File: config.mk
export PLATFORM = sky130hd
export DESIGN_NAME = afps_pin_select
export DESIGN_NICKNAME = d
export VERILOG_FILES = /design/src/hw/afps_pkg.sv /design/src/hw/afps_pin_select.sv /design/src/hw/afps_pad_cell.sv
export SDC_FILE = /design/constraint.sdc
export NUM_CORES = 1
export LEC_CHECK = 0
export BUFFER_PORTS_ARGS = -buffer_cell sky130_fd_sc_hd__buf_2
export CAP_MARGIN = 20
export CORE_ASPECT_RATIO = 0.9
export CORE_MARGIN = 3
export CORE_UTILIZATION = 47
export DETAILED_ROUTE_END_ITERATION = 12
export PLACE_DENSITY_LB_ADDON = 0.12
export SLEW_MARGIN = 40
export SYNTH_ARGS = -nofsm -noshare
export SYNTH_HDL_FRONTEND = slang
export SYNTH_HIERARCHICAL = 1
export SYNTH_SLANG_ARGS = --single-unit
File: constraint.sdc
create_clock -name ref_clk -period 2.8 [get_ports ref_clk]
set_input_delay 0.28 -clock ref_clk [delete_from_list [all_inputs] [get_ports ref_clk]]
set_output_delay 0.28 -clock ref_clk [all_outputs]
set_load 0.005 [all_outputs]
File: src/hw/afps_pkg.sv
// afps_pkg: constants, register map and carrier types of the alternate function pin select
// assumes a 32-bit Avalon-MM slave port with byte addresses and word-aligned registers
//
// Behaviour
// - select register bits 15..6 read zero, writes to them are dropped
// - bit 5: port D pin 1 chip select 3 / CAN receive; bit 4: chip select 2 / CAN transmit
// - bit 3: port C pin 3 decoder home timer ch3, or SPI2 slave select
// - bit 2: port C pin 2 decoder index timer ch2, or SPI2 MISO
// - bit 1: port C pin 1 decoder phase B timer ch1, or SPI2 MOSI
// - bit 0: port C pin 0 decoder phase A timer ch0, or SPI2 clock
// - all select bits reset to zero: decoder/timer and chip selects by default
// - port C resets in peripheral mode; peripheral enable clear gives GPIO, select ignored
// - port D resets in GPIO mode; direction bit 0 input, 1 output
// - port C decoder/timer mode: timer output enable 0 input, 1 output
// - port C SPI mode: pad direction follows SPI2 direction control
// - decoder signals on port C are always inputs, alongside timer functions
// - memory mode: chip selects always drive; CAN transmit output, receive input
// - each pad has its own enable, direction and select bits

package afps_pkg;

   localparam int unsigned ADDR_W      = 8;
   localparam int unsigned DATA_W      = 32;
   localparam int unsigned IDX_W       = 6;
   localparam int unsigned PORTC_PINS  = 4;
   localparam int unsigned PORTD_PINS  = 2;
   localparam int unsigned SEL_W       = 6;

   // register indices, byte address is four times the index
   localparam logic [IDX_W-1:0] SEL_IDX  = 6'h0b;
   localparam logic [IDX_W-1:0] CFG_IDX  = 6'h10;
   localparam logic [IDX_W-1:0] STAT_IDX = 6'h11;

   // select register fields
   localparam int unsigned SEL_PORTC_LSB = 0;
   localparam int unsigned SEL_PD0_BIT   = 4;
   localparam int unsigned SEL_PD1_BIT   = 5;
   localparam logic [SEL_W-1:0] SEL_RESET = 6'h00;

   // configuration register fields
   localparam int unsigned CFG_PC_PER_LSB = 0;
   localparam int unsigned CFG_PC_DIR_LSB = 4;
   localparam int unsigned CFG_PD_PER_LSB = 8;
   localparam int unsigned CFG_PD_DIR_LSB = 10;
   localparam logic [PORTC_PINS-1:0] PC_PER_RESET = 4'hf;
   localparam logic [PORTC_PINS-1:0] PC_DIR_RESET = 4'h0;
   localparam logic [PORTD_PINS-1:0] PD_PER_RESET = 2'h0;
   localparam logic [PORTD_PINS-1:0] PD_DIR_RESET = 2'h0;

   // status register fields
   localparam int unsigned STAT_PC_LSB = 0;
   localparam int unsigned STAT_PD_LSB = 4;

   // idle level of the CAN receive line when not routed
   localparam logic CAN_IDLE = 1'b1;

   // one pad: value and active-low output enable
   typedef struct packed {
      logic out;
      logic oe_n;
   } afps_pad_drive_type;

   localparam afps_pad_drive_type PAD_RESET = '{out: 1'b0, oe_n: 1'b1};

endpackage : afps_pkg

File: src/hw/afps_pin_select.sv
// afps_pin_select: alternate function select for four port C and two port D pads
// assumes Avalon-MM master with byte addresses, timer/SPI/CAN/memory peripherals on ref_clk
//
// Implementation choice: the Avalon-MM register port.
`timescale 1ns/1ps
`default_nettype none

module afps_pin_select (
   input  wire logic                                  ref_clk,
   input  wire logic                                  reset_n,
   // avalon-mm slave
   input  wire logic [afps_pkg::ADDR_W-1:0]           avs_address,
   input  wire logic                                  avs_read,
   input  wire logic                                  avs_write,
   input  wire logic [afps_pkg::DATA_W-1:0]           avs_writedata,
   input  wire logic [3:0]                            avs_byteenable,
   output logic      [afps_pkg::DATA_W-1:0]           avs_readdata,
   output logic                                       avs_waitrequest,
   // port C pads
   input  wire logic [afps_pkg::PORTC_PINS-1:0]       portc_pad_in,
   output afps_pkg::afps_pad_drive_type [afps_pkg::PORTC_PINS-1:0] portc_pad_drive,
   // port D pads
   input  wire logic [afps_pkg::PORTD_PINS-1:0]       portd_pad_in,
   output afps_pkg::afps_pad_drive_type [afps_pkg::PORTD_PINS-1:0] portd_pad_drive,
   // gpio data path
   input  wire logic [afps_pkg::PORTC_PINS-1:0]       portc_gpio_out,
   output logic      [afps_pkg::PORTC_PINS-1:0]       portc_gpio_in,
   input  wire logic [afps_pkg::PORTD_PINS-1:0]       portd_gpio_out,
   output logic      [afps_pkg::PORTD_PINS-1:0]       portd_gpio_in,
   // decoder and timer, bit i is channel i
   input  wire logic [afps_pkg::PORTC_PINS-1:0]       timer_out,
   input  wire logic [afps_pkg::PORTC_PINS-1:0]       timer_output_enable,
   output logic      [afps_pkg::PORTC_PINS-1:0]       timer_in,
   output logic      [afps_pkg::PORTC_PINS-1:0]       decoder_in,
   // spi2: bit 0 clock, 1 mosi, 2 miso, 3 slave select
   input  wire logic [afps_pkg::PORTC_PINS-1:0]       spi2_out,
   input  wire logic [afps_pkg::PORTC_PINS-1:0]       spi2_drive,
   output logic      [afps_pkg::PORTC_PINS-1:0]       spi2_in,
   // memory interface and second can
   input  wire logic                                  mem_chip_select_2,
   input  wire logic                                  mem_chip_select_3,
   input  wire logic                                  second_can_transmit,
   output logic                                       second_can_receive
);

   localparam int unsigned PC = afps_pkg::PORTC_PINS;
   localparam int unsigned PD = afps_pkg::PORTD_PINS;

   logic [afps_pkg::SEL_W-1:0] sel_r;
   logic [PC-1:0]              pc_per_r;
   logic [PC-1:0]              pc_dir_r;
   logic [PD-1:0]              pd_per_r;
   logic [PD-1:0]              pd_dir_r;
   logic                       wait_r;
   logic [afps_pkg::DATA_W-1:0] rdata_r;
   logic [afps_pkg::DATA_W-1:0] rdata_nxt;
   logic [afps_pkg::IDX_W-1:0]  idx;
   logic                        req;
   logic                        wr_ack;
   logic [PC-1:0]               pc_sel;
   logic [PC-1:0]               pc_out;
   logic [PC-1:0]               pc_drv;
   logic [PD-1:0]               pd_out;
   logic [PD-1:0]               pd_drv;
   logic [PC-1:0]               pc_oe_n;
   logic [PD-1:0]               pd_oe_n;

   // merge one 16-bit field under byte enables
   function automatic logic [15:0] be_merge(input logic [15:0] old_v,
                                            input logic [15:0] new_v,
                                            input logic [1:0]  be);
      logic [15:0] res;
      res = old_v;
      if (be[0]) begin
         res[7:0] = new_v[7:0];
      end
      if (be[1]) begin
         res[15:8] = new_v[15:8];
      end
      return res;
   endfunction : be_merge

   assign idx    = avs_address[afps_pkg::ADDR_W-1:2];
   assign req    = avs_read | avs_write;
   assign wr_ack = avs_write & ~wait_r;
   assign pc_sel = sel_r[afps_pkg::SEL_PORTC_LSB +: PC];

   // one wait cycle, then the request is taken
   always_ff @(posedge ref_clk) begin
      if (!reset_n) begin
         wait_r <= 1'b1;
      end else begin
         wait_r <= ~(req & wait_r);
      end
   end

   // read mux, unmapped reads return zero
   always_comb begin
      rdata_nxt = '0;
      case (idx)
         afps_pkg::SEL_IDX: begin
            rdata_nxt[afps_pkg::SEL_W-1:0] = sel_r;
         end
         afps_pkg::CFG_IDX: begin
            rdata_nxt[afps_pkg::CFG_PC_PER_LSB +: PC] = pc_per_r;
            rdata_nxt[afps_pkg::CFG_PC_DIR_LSB +: PC] = pc_dir_r;
            rdata_nxt[afps_pkg::CFG_PD_PER_LSB +: PD] = pd_per_r;
            rdata_nxt[afps_pkg::CFG_PD_DIR_LSB +: PD] = pd_dir_r;
         end
         afps_pkg::STAT_IDX: begin
            rdata_nxt[afps_pkg::STAT_PC_LSB +: PC] = ~pc_oe_n;
            rdata_nxt[afps_pkg::STAT_PD_LSB +: PD] = ~pd_oe_n;
         end
         default: begin
            rdata_nxt = '0;
         end
      endcase
   end

   always_ff @(posedge ref_clk) begin
      if (!reset_n) begin
         rdata_r <= '0;
      end else if (avs_read && wait_r) begin
         rdata_r <= rdata_nxt;
      end
   end

   // select register, upper bits not stored
   always_ff @(posedge ref_clk) begin
      if (!reset_n) begin
         sel_r <= afps_pkg::SEL_RESET;
      end else if (wr_ack && idx == afps_pkg::SEL_IDX) begin
         sel_r <= afps_pkg::SEL_W'(be_merge(16'(sel_r), avs_writedata[15:0],
                                            avs_byteenable[1:0]));
      end
   end

   // per-pad enable and direction bits
   always_ff @(posedge ref_clk) begin
      if (!reset_n) begin
         pc_per_r <= afps_pkg::PC_PER_RESET;
         pc_dir_r <= afps_pkg::PC_DIR_RESET;
         pd_per_r <= afps_pkg::PD_PER_RESET;
         pd_dir_r <= afps_pkg::PD_DIR_RESET;
      end else if (wr_ack && idx == afps_pkg::CFG_IDX) begin
         pc_per_r <= avs_byteenable[0] ?
                     avs_writedata[afps_pkg::CFG_PC_PER_LSB +: PC] : pc_per_r;
         pc_dir_r <= avs_byteenable[0] ?
                     avs_writedata[afps_pkg::CFG_PC_DIR_LSB +: PC] : pc_dir_r;
         pd_per_r <= avs_byteenable[1] ?
                     avs_writedata[afps_pkg::CFG_PD_PER_LSB +: PD] : pd_per_r;
         pd_dir_r <= avs_byteenable[1] ?
                     avs_writedata[afps_pkg::CFG_PD_DIR_LSB +: PD] : pd_dir_r;
      end
   end

   // port C peripheral routing
   always_comb begin
      for (int i = 0; i < PC; i++) begin
         if (pc_sel[i]) begin
            pc_out[i] = spi2_out[i];
            pc_drv[i] = spi2_drive[i];
         end else begin
            pc_out[i] = timer_out[i];
            pc_drv[i] = timer_output_enable[i];
         end
      end
   end

   // port D peripheral routing
   always_comb begin
      if (sel_r[afps_pkg::SEL_PD0_BIT]) begin
         pd_out[0] = second_can_transmit;
      end else begin
         pd_out[0] = mem_chip_select_2;
      end
      pd_drv[0] = 1'b1;
      if (sel_r[afps_pkg::SEL_PD1_BIT]) begin
         pd_out[1] = 1'b0;
         pd_drv[1] = 1'b0;
      end else begin
         pd_out[1] = mem_chip_select_3;
         pd_drv[1] = 1'b1;
      end
   end

   for (genvar g = 0; g < PC; g++) begin : g_portc
      afps_pad_cell u_cell (
         .ref_clk        (ref_clk),
         .reset_n        (reset_n),
         .periph_enable  (pc_per_r[g]),
         .gpio_direction (pc_dir_r[g]),
         .gpio_out       (portc_gpio_out[g]),
         .periph_out     (pc_out[g]),
         .periph_drive   (pc_drv[g]),
         .pad_drive      (portc_pad_drive[g])
      );
      assign pc_oe_n[g] = portc_pad_drive[g].oe_n;
   end

   for (genvar g = 0; g < PD; g++) begin : g_portd
      afps_pad_cell u_cell (
         .ref_clk        (ref_clk),
         .reset_n        (reset_n),
         .periph_enable  (pd_per_r[g]),
         .gpio_direction (pd_dir_r[g]),
         .gpio_out       (portd_gpio_out[g]),
         .periph_out     (pd_out[g]),
         .periph_drive   (pd_drv[g]),
         .pad_drive      (portd_pad_drive[g])
      );
      assign pd_oe_n[g] = portd_pad_drive[g].oe_n;
   end

   // pad inputs to gpio and peripherals
   always_ff @(posedge ref_clk) begin
      if (!reset_n) begin
         portc_gpio_in <= '0;
         portd_gpio_in <= '0;
         timer_in      <= '0;
         decoder_in    <= '0;
         spi2_in       <= '0;
      end else begin
         portc_gpio_in <= portc_pad_in;
         portd_gpio_in <= portd_pad_in;
         timer_in      <= portc_pad_in & pc_per_r & ~pc_sel;
         decoder_in    <= portc_pad_in & pc_per_r & ~pc_sel;
         spi2_in       <= portc_pad_in & pc_per_r & pc_sel;
      end
   end

   always_ff @(posedge ref_clk) begin
      if (!reset_n) begin
         second_can_receive <= afps_pkg::CAN_IDLE;
      end else if (pd_per_r[1] && sel_r[afps_pkg::SEL_PD1_BIT]) begin
         second_can_receive <= portd_pad_in[1];
      end else begin
         second_can_receive <= afps_pkg::CAN_IDLE;
      end
   end

   assign avs_readdata    = rdata_r;
   assign avs_waitrequest = wait_r;
endmodule : afps_pin_select

`default_nettype wire

File: src/hw/afps_pad_cell.sv
// afps_pad_cell: output stage of one shared pad, GPIO or routed peripheral
// assumes pad inputs synchronous to ref_clk; drive is registered
`timescale 1ns/1ps
`default_nettype none

module afps_pad_cell (
   input  wire logic                        ref_clk,
   input  wire logic                        reset_n,
   input  wire logic                        periph_enable,
   input  wire logic                        gpio_direction,
   input  wire logic                        gpio_out,
   input  wire logic                        periph_out,
   input  wire logic                        periph_drive,
   output var  afps_pkg::afps_pad_drive_type pad_drive
);

   afps_pkg::afps_pad_drive_type drive_nxt;

   // gpio when enable clear, routed peripheral otherwise
   always_comb begin
      if (periph_enable) begin
         drive_nxt.out  = periph_out;
         drive_nxt.oe_n = ~periph_drive;
      end else begin
         drive_nxt.out  = gpio_out;
         drive_nxt.oe_n = ~gpio_direction;
      end
   end

   always_ff @(posedge ref_clk) begin
      if (!reset_n) begin
         pad_drive <= afps_pkg::PAD_RESET;
      end else begin
         pad_drive <= drive_nxt;
      end
   end
endmodule : afps_pad_cell

`default_nettype wire

==> flow_summary.json <==
{
  "cts_tree": "built",
  "fillerInstances": 456,
  "arrival_ps": 1770,
  "wirelength_um": 5501,
  "row_count": 24,
  "die_area_um2": 6242,
  "stdcell_count": 418,
  "grt_pass1_vias": 1879,
  "synth_top_cell_area_share_pct": 46.35,
  "fin_nets": 428,
  "grt_pass1_wl_um": 8866,
  "power_frac_seq_pct": 47.9,
  "slew_violations": 0,
  "synth_area_um2": 2505,
  "yosys-top-cells-area": "dfxtp_1, mux2i_1, buf_4",
  "synth.ff_latch_count": 58,
  "intPower_mw": 1.388,
  "synth.avg_cell_area_um2": 10.02,
  "cts_num_sinks": 58,
  "hold_viol": 0,
  "placed_cells": 403,
  "grt_antenna_before_repair": 0,
  "status": "complete, no violations",
  "powerDensity_nw_per_um2": 560.3,
  "ys_seq_area_share_pct": 46.35,
  "drv_cap": 0,
  "startpoint_type": "register",
  "portBuffers": 98,
  "grt_max_degree": 39,
  "setup_violations": 0,
  "required_ps": 3050,
  "cts_hold_buf": 0,
  "slew_headroom_pct": 57.45,
  "endpoint_kind": "register",
  "synth_flop_cell": "dfxtp_1",
  "synth_cell_types": 29,
  "yosysWarningCount": 6,
  "path_max_fanout": 12,
  "area_growth_syn_to_layout_pct": 26.27,
  "ant_nets": 0,
  "p_leak_nw": 1.467,
  "fp.dieH_um": 75.26,
  "p_sw_share_pct": 21.66,
  "async_flop_share_pct": 0,
  "fp.dieW_um": 82.95,
  "cts_root_buf": "clkbuf_8",
  "htree_levels": 3,
  "skew_ps": 8.025,
  "cts.path.max_buffers": 2,
  "p_clk_share_pct": 44.3,
  "drive_above_1_share_pct": 36.83,
  "p_switching_mw": 0.3838,
  "synth_edf_count": 0,
  "via_per_inst": 4.847,
  "core_area_um2": 4985,
  "wl_per_cell_um": 13.16,
  "dp_hpwl_um": 4034,
  "gp_congestion": 0.7464,
  "min_period_over_period_pct": 54.43,
  "start_util_pct": 50.25,
  "drc": 0,
  "clk_latency_ps": 330,
  "power_frac_comb_pct": 7.8,
  "setup-tns-final_ps": 0,
  "synth_cells": 250,
  "vdd_drop_max_mv": 0.5145,
  "fmax_mhz": 656.2,
  "grt_remaining_overflow": 0,
  "grt_usage_pct": 18.35,
  "fin_area_um2": 3163,
  "synth_area_leader_cell": "dfxtp_1",
  "dr.pass1.iters": 4,
  "cts_buffers": 9,
  "period_needed_ps": 1524,
  "criticalPathCategory": "register to register",
  "top_level_ports": 143,
  "post_dp_cell_area_um2": 2959,
  "cts_setup_buffers": 0,
  "first_iter_violations": 124,
  "hp-class": "input pin to register",
  "clk_pin_slew_ps": 60,
  "rsz0062_at_grt": "false",
  "dr_total_vias": 2026,
  "diodes": 0,
  "ctsResizeCount": 0,
  "tightest_slew_ps": 636.2
}
==> critical path, stage by stage, from the launching register on <==
cell and delay (ps):
dfxtp_1 350, a21boi_1 510, buf_4 300, nand2_1 80, a22oi_1 190
==> layout by cell type (no fill, tap or decap), drive strengths merged <==
cell type / instances
clkinv: 1
conb: 21
and2: 6
nor2: 5
clkbuf: 13
nand2: 48
nor2b: 15
mux2i: 24
nor3: 2
or3: 1
bufinv: 1
and4b: 1
and3b: 1
buf: 102
inv: 1
or3b: 1
nand4b: 1
o2111ai: 6
dfxtp: 58
a22oi: 6
a32oi: 6
a22o: 6
nor3b: 2
nand3b: 2
o211ai: 2
a21boi: 1
and3: 5
mux2: 15
==> cell usage after synthesis, types with 5 or more instances <==
library cell and instances:
a22o_1 6, dfxtp_1 58, a32oi_1 6, nand2_1 48, a22oi_1 6, mux2i_1 24, and3_1 5, buf_4 25
o2111ai_1 6, nor2b_1 15, mux2_2 9, clkbuf_1 7, mux2_1 6, nor2_1 5, and2_1 6
==> final cells by class <==
cell class	count	area, um^2	share of cell area [%]
Clock buffer	13	168.9	5.340
Multi-Input combinational cell	177	1192	37.70
Timing Repair Buffer	102	520.5	16.46
Tap cell	65	81.33	2.571
Sequential cell	58	1161	36.71
Clock inverter	2	35.03	1.108
Inverter	1	3.754	0.1187
==> power by group through the flow <==
stage	registers, mW	logic [mW]	clock network, mW
finish	0.848	0.139	0.785
global route	0.850	0.158	0.852
CTS	0.848	0.139	0.807
detailed placement	0.867	0.139	0
global placement	0.866	0.138	0
floorplan	0.869	0.0876	0
==> sequential cells by signal, summed over array words and instances, names as in the netlist <==
register                  count
avs_readdata                 12
avs_waitrequest               1
decoder_in                    4
g_portc.u_cell/pad_drive      8
g_portd.u_cell/pad_drive      4
pc_dir_r                      4
pc_per_r                      4
pd_dir_r                      2
pd_per_r                      2
portc_gpio_in                 4
portd_gpio_in                 2
second_can_receive            1
sel_r                         6
spi2_in                       4
==> worst paths after layout <==
| check | startpoint | end | slack [ps] | depth (start not counted) |
|---|---|---|---|---|
| hold reg to reg | pc_dir_r[2]$_SDFFE_PN0P_ | pc_dir_r[2]$_SDFFE_PN0P_ | 470 | 2 |
| setup reg to reg | avs_waitrequest$_SDFF_PN1_ | avs_readdata[2]$_SDFFE_PN0P_ | 1280 | 4 |
| setup / recovery | avs_waitrequest$_SDFF_PN1_ | avs_readdata[2]$_SDFFE_PN0P_ | 1280 | 4 |
| hold / removal | portd_pad_in[0] | portd_gpio_in[0]$_SDFF_PN0_ | 150 | 2 |
==> routing by layer <==
| metal | global-route usage, % | wire length (um) |
|---|---|---|
| met3 | 9.628 | 541 |
| met1 | 23.23 | 2430 |
| met4 | 4.356 | 18 |
| met2 | 28.02 | 2510 |
| met5 | 0 | 0 |
==> kinds of logic (layout without fill, tap and decap cells) <==
group	count (synthesis)	after routing	synth area share, %
AOI/OAI and AO/OA	27	27	8.991
buffers and inverters	34	118	8.891
DFF	58	58	46.35
muxes	39	39	16.33
other	2	21	0.2998
and+or+nand+nor	90	90	19.13
==> metrics by stage <==
step / power, mW / hold WS (ps) / util, % / worst slack [ps]
floorplan: 0.9567 / 341.9 / - / 1417
global placement: 1.004 / 441.8 / 59.36 / 1028
detailed placement: 1.006 / 461.8 / 59.36 / 975.5
CTS: 1.794 / 135.3 / 63.45 / 1281
global route: 1.860 / 147.7 / 63.45 / 1163
finish: 1.772 / 151.3 / 63.45 / 1276
(Power assumes the default switching activity.)
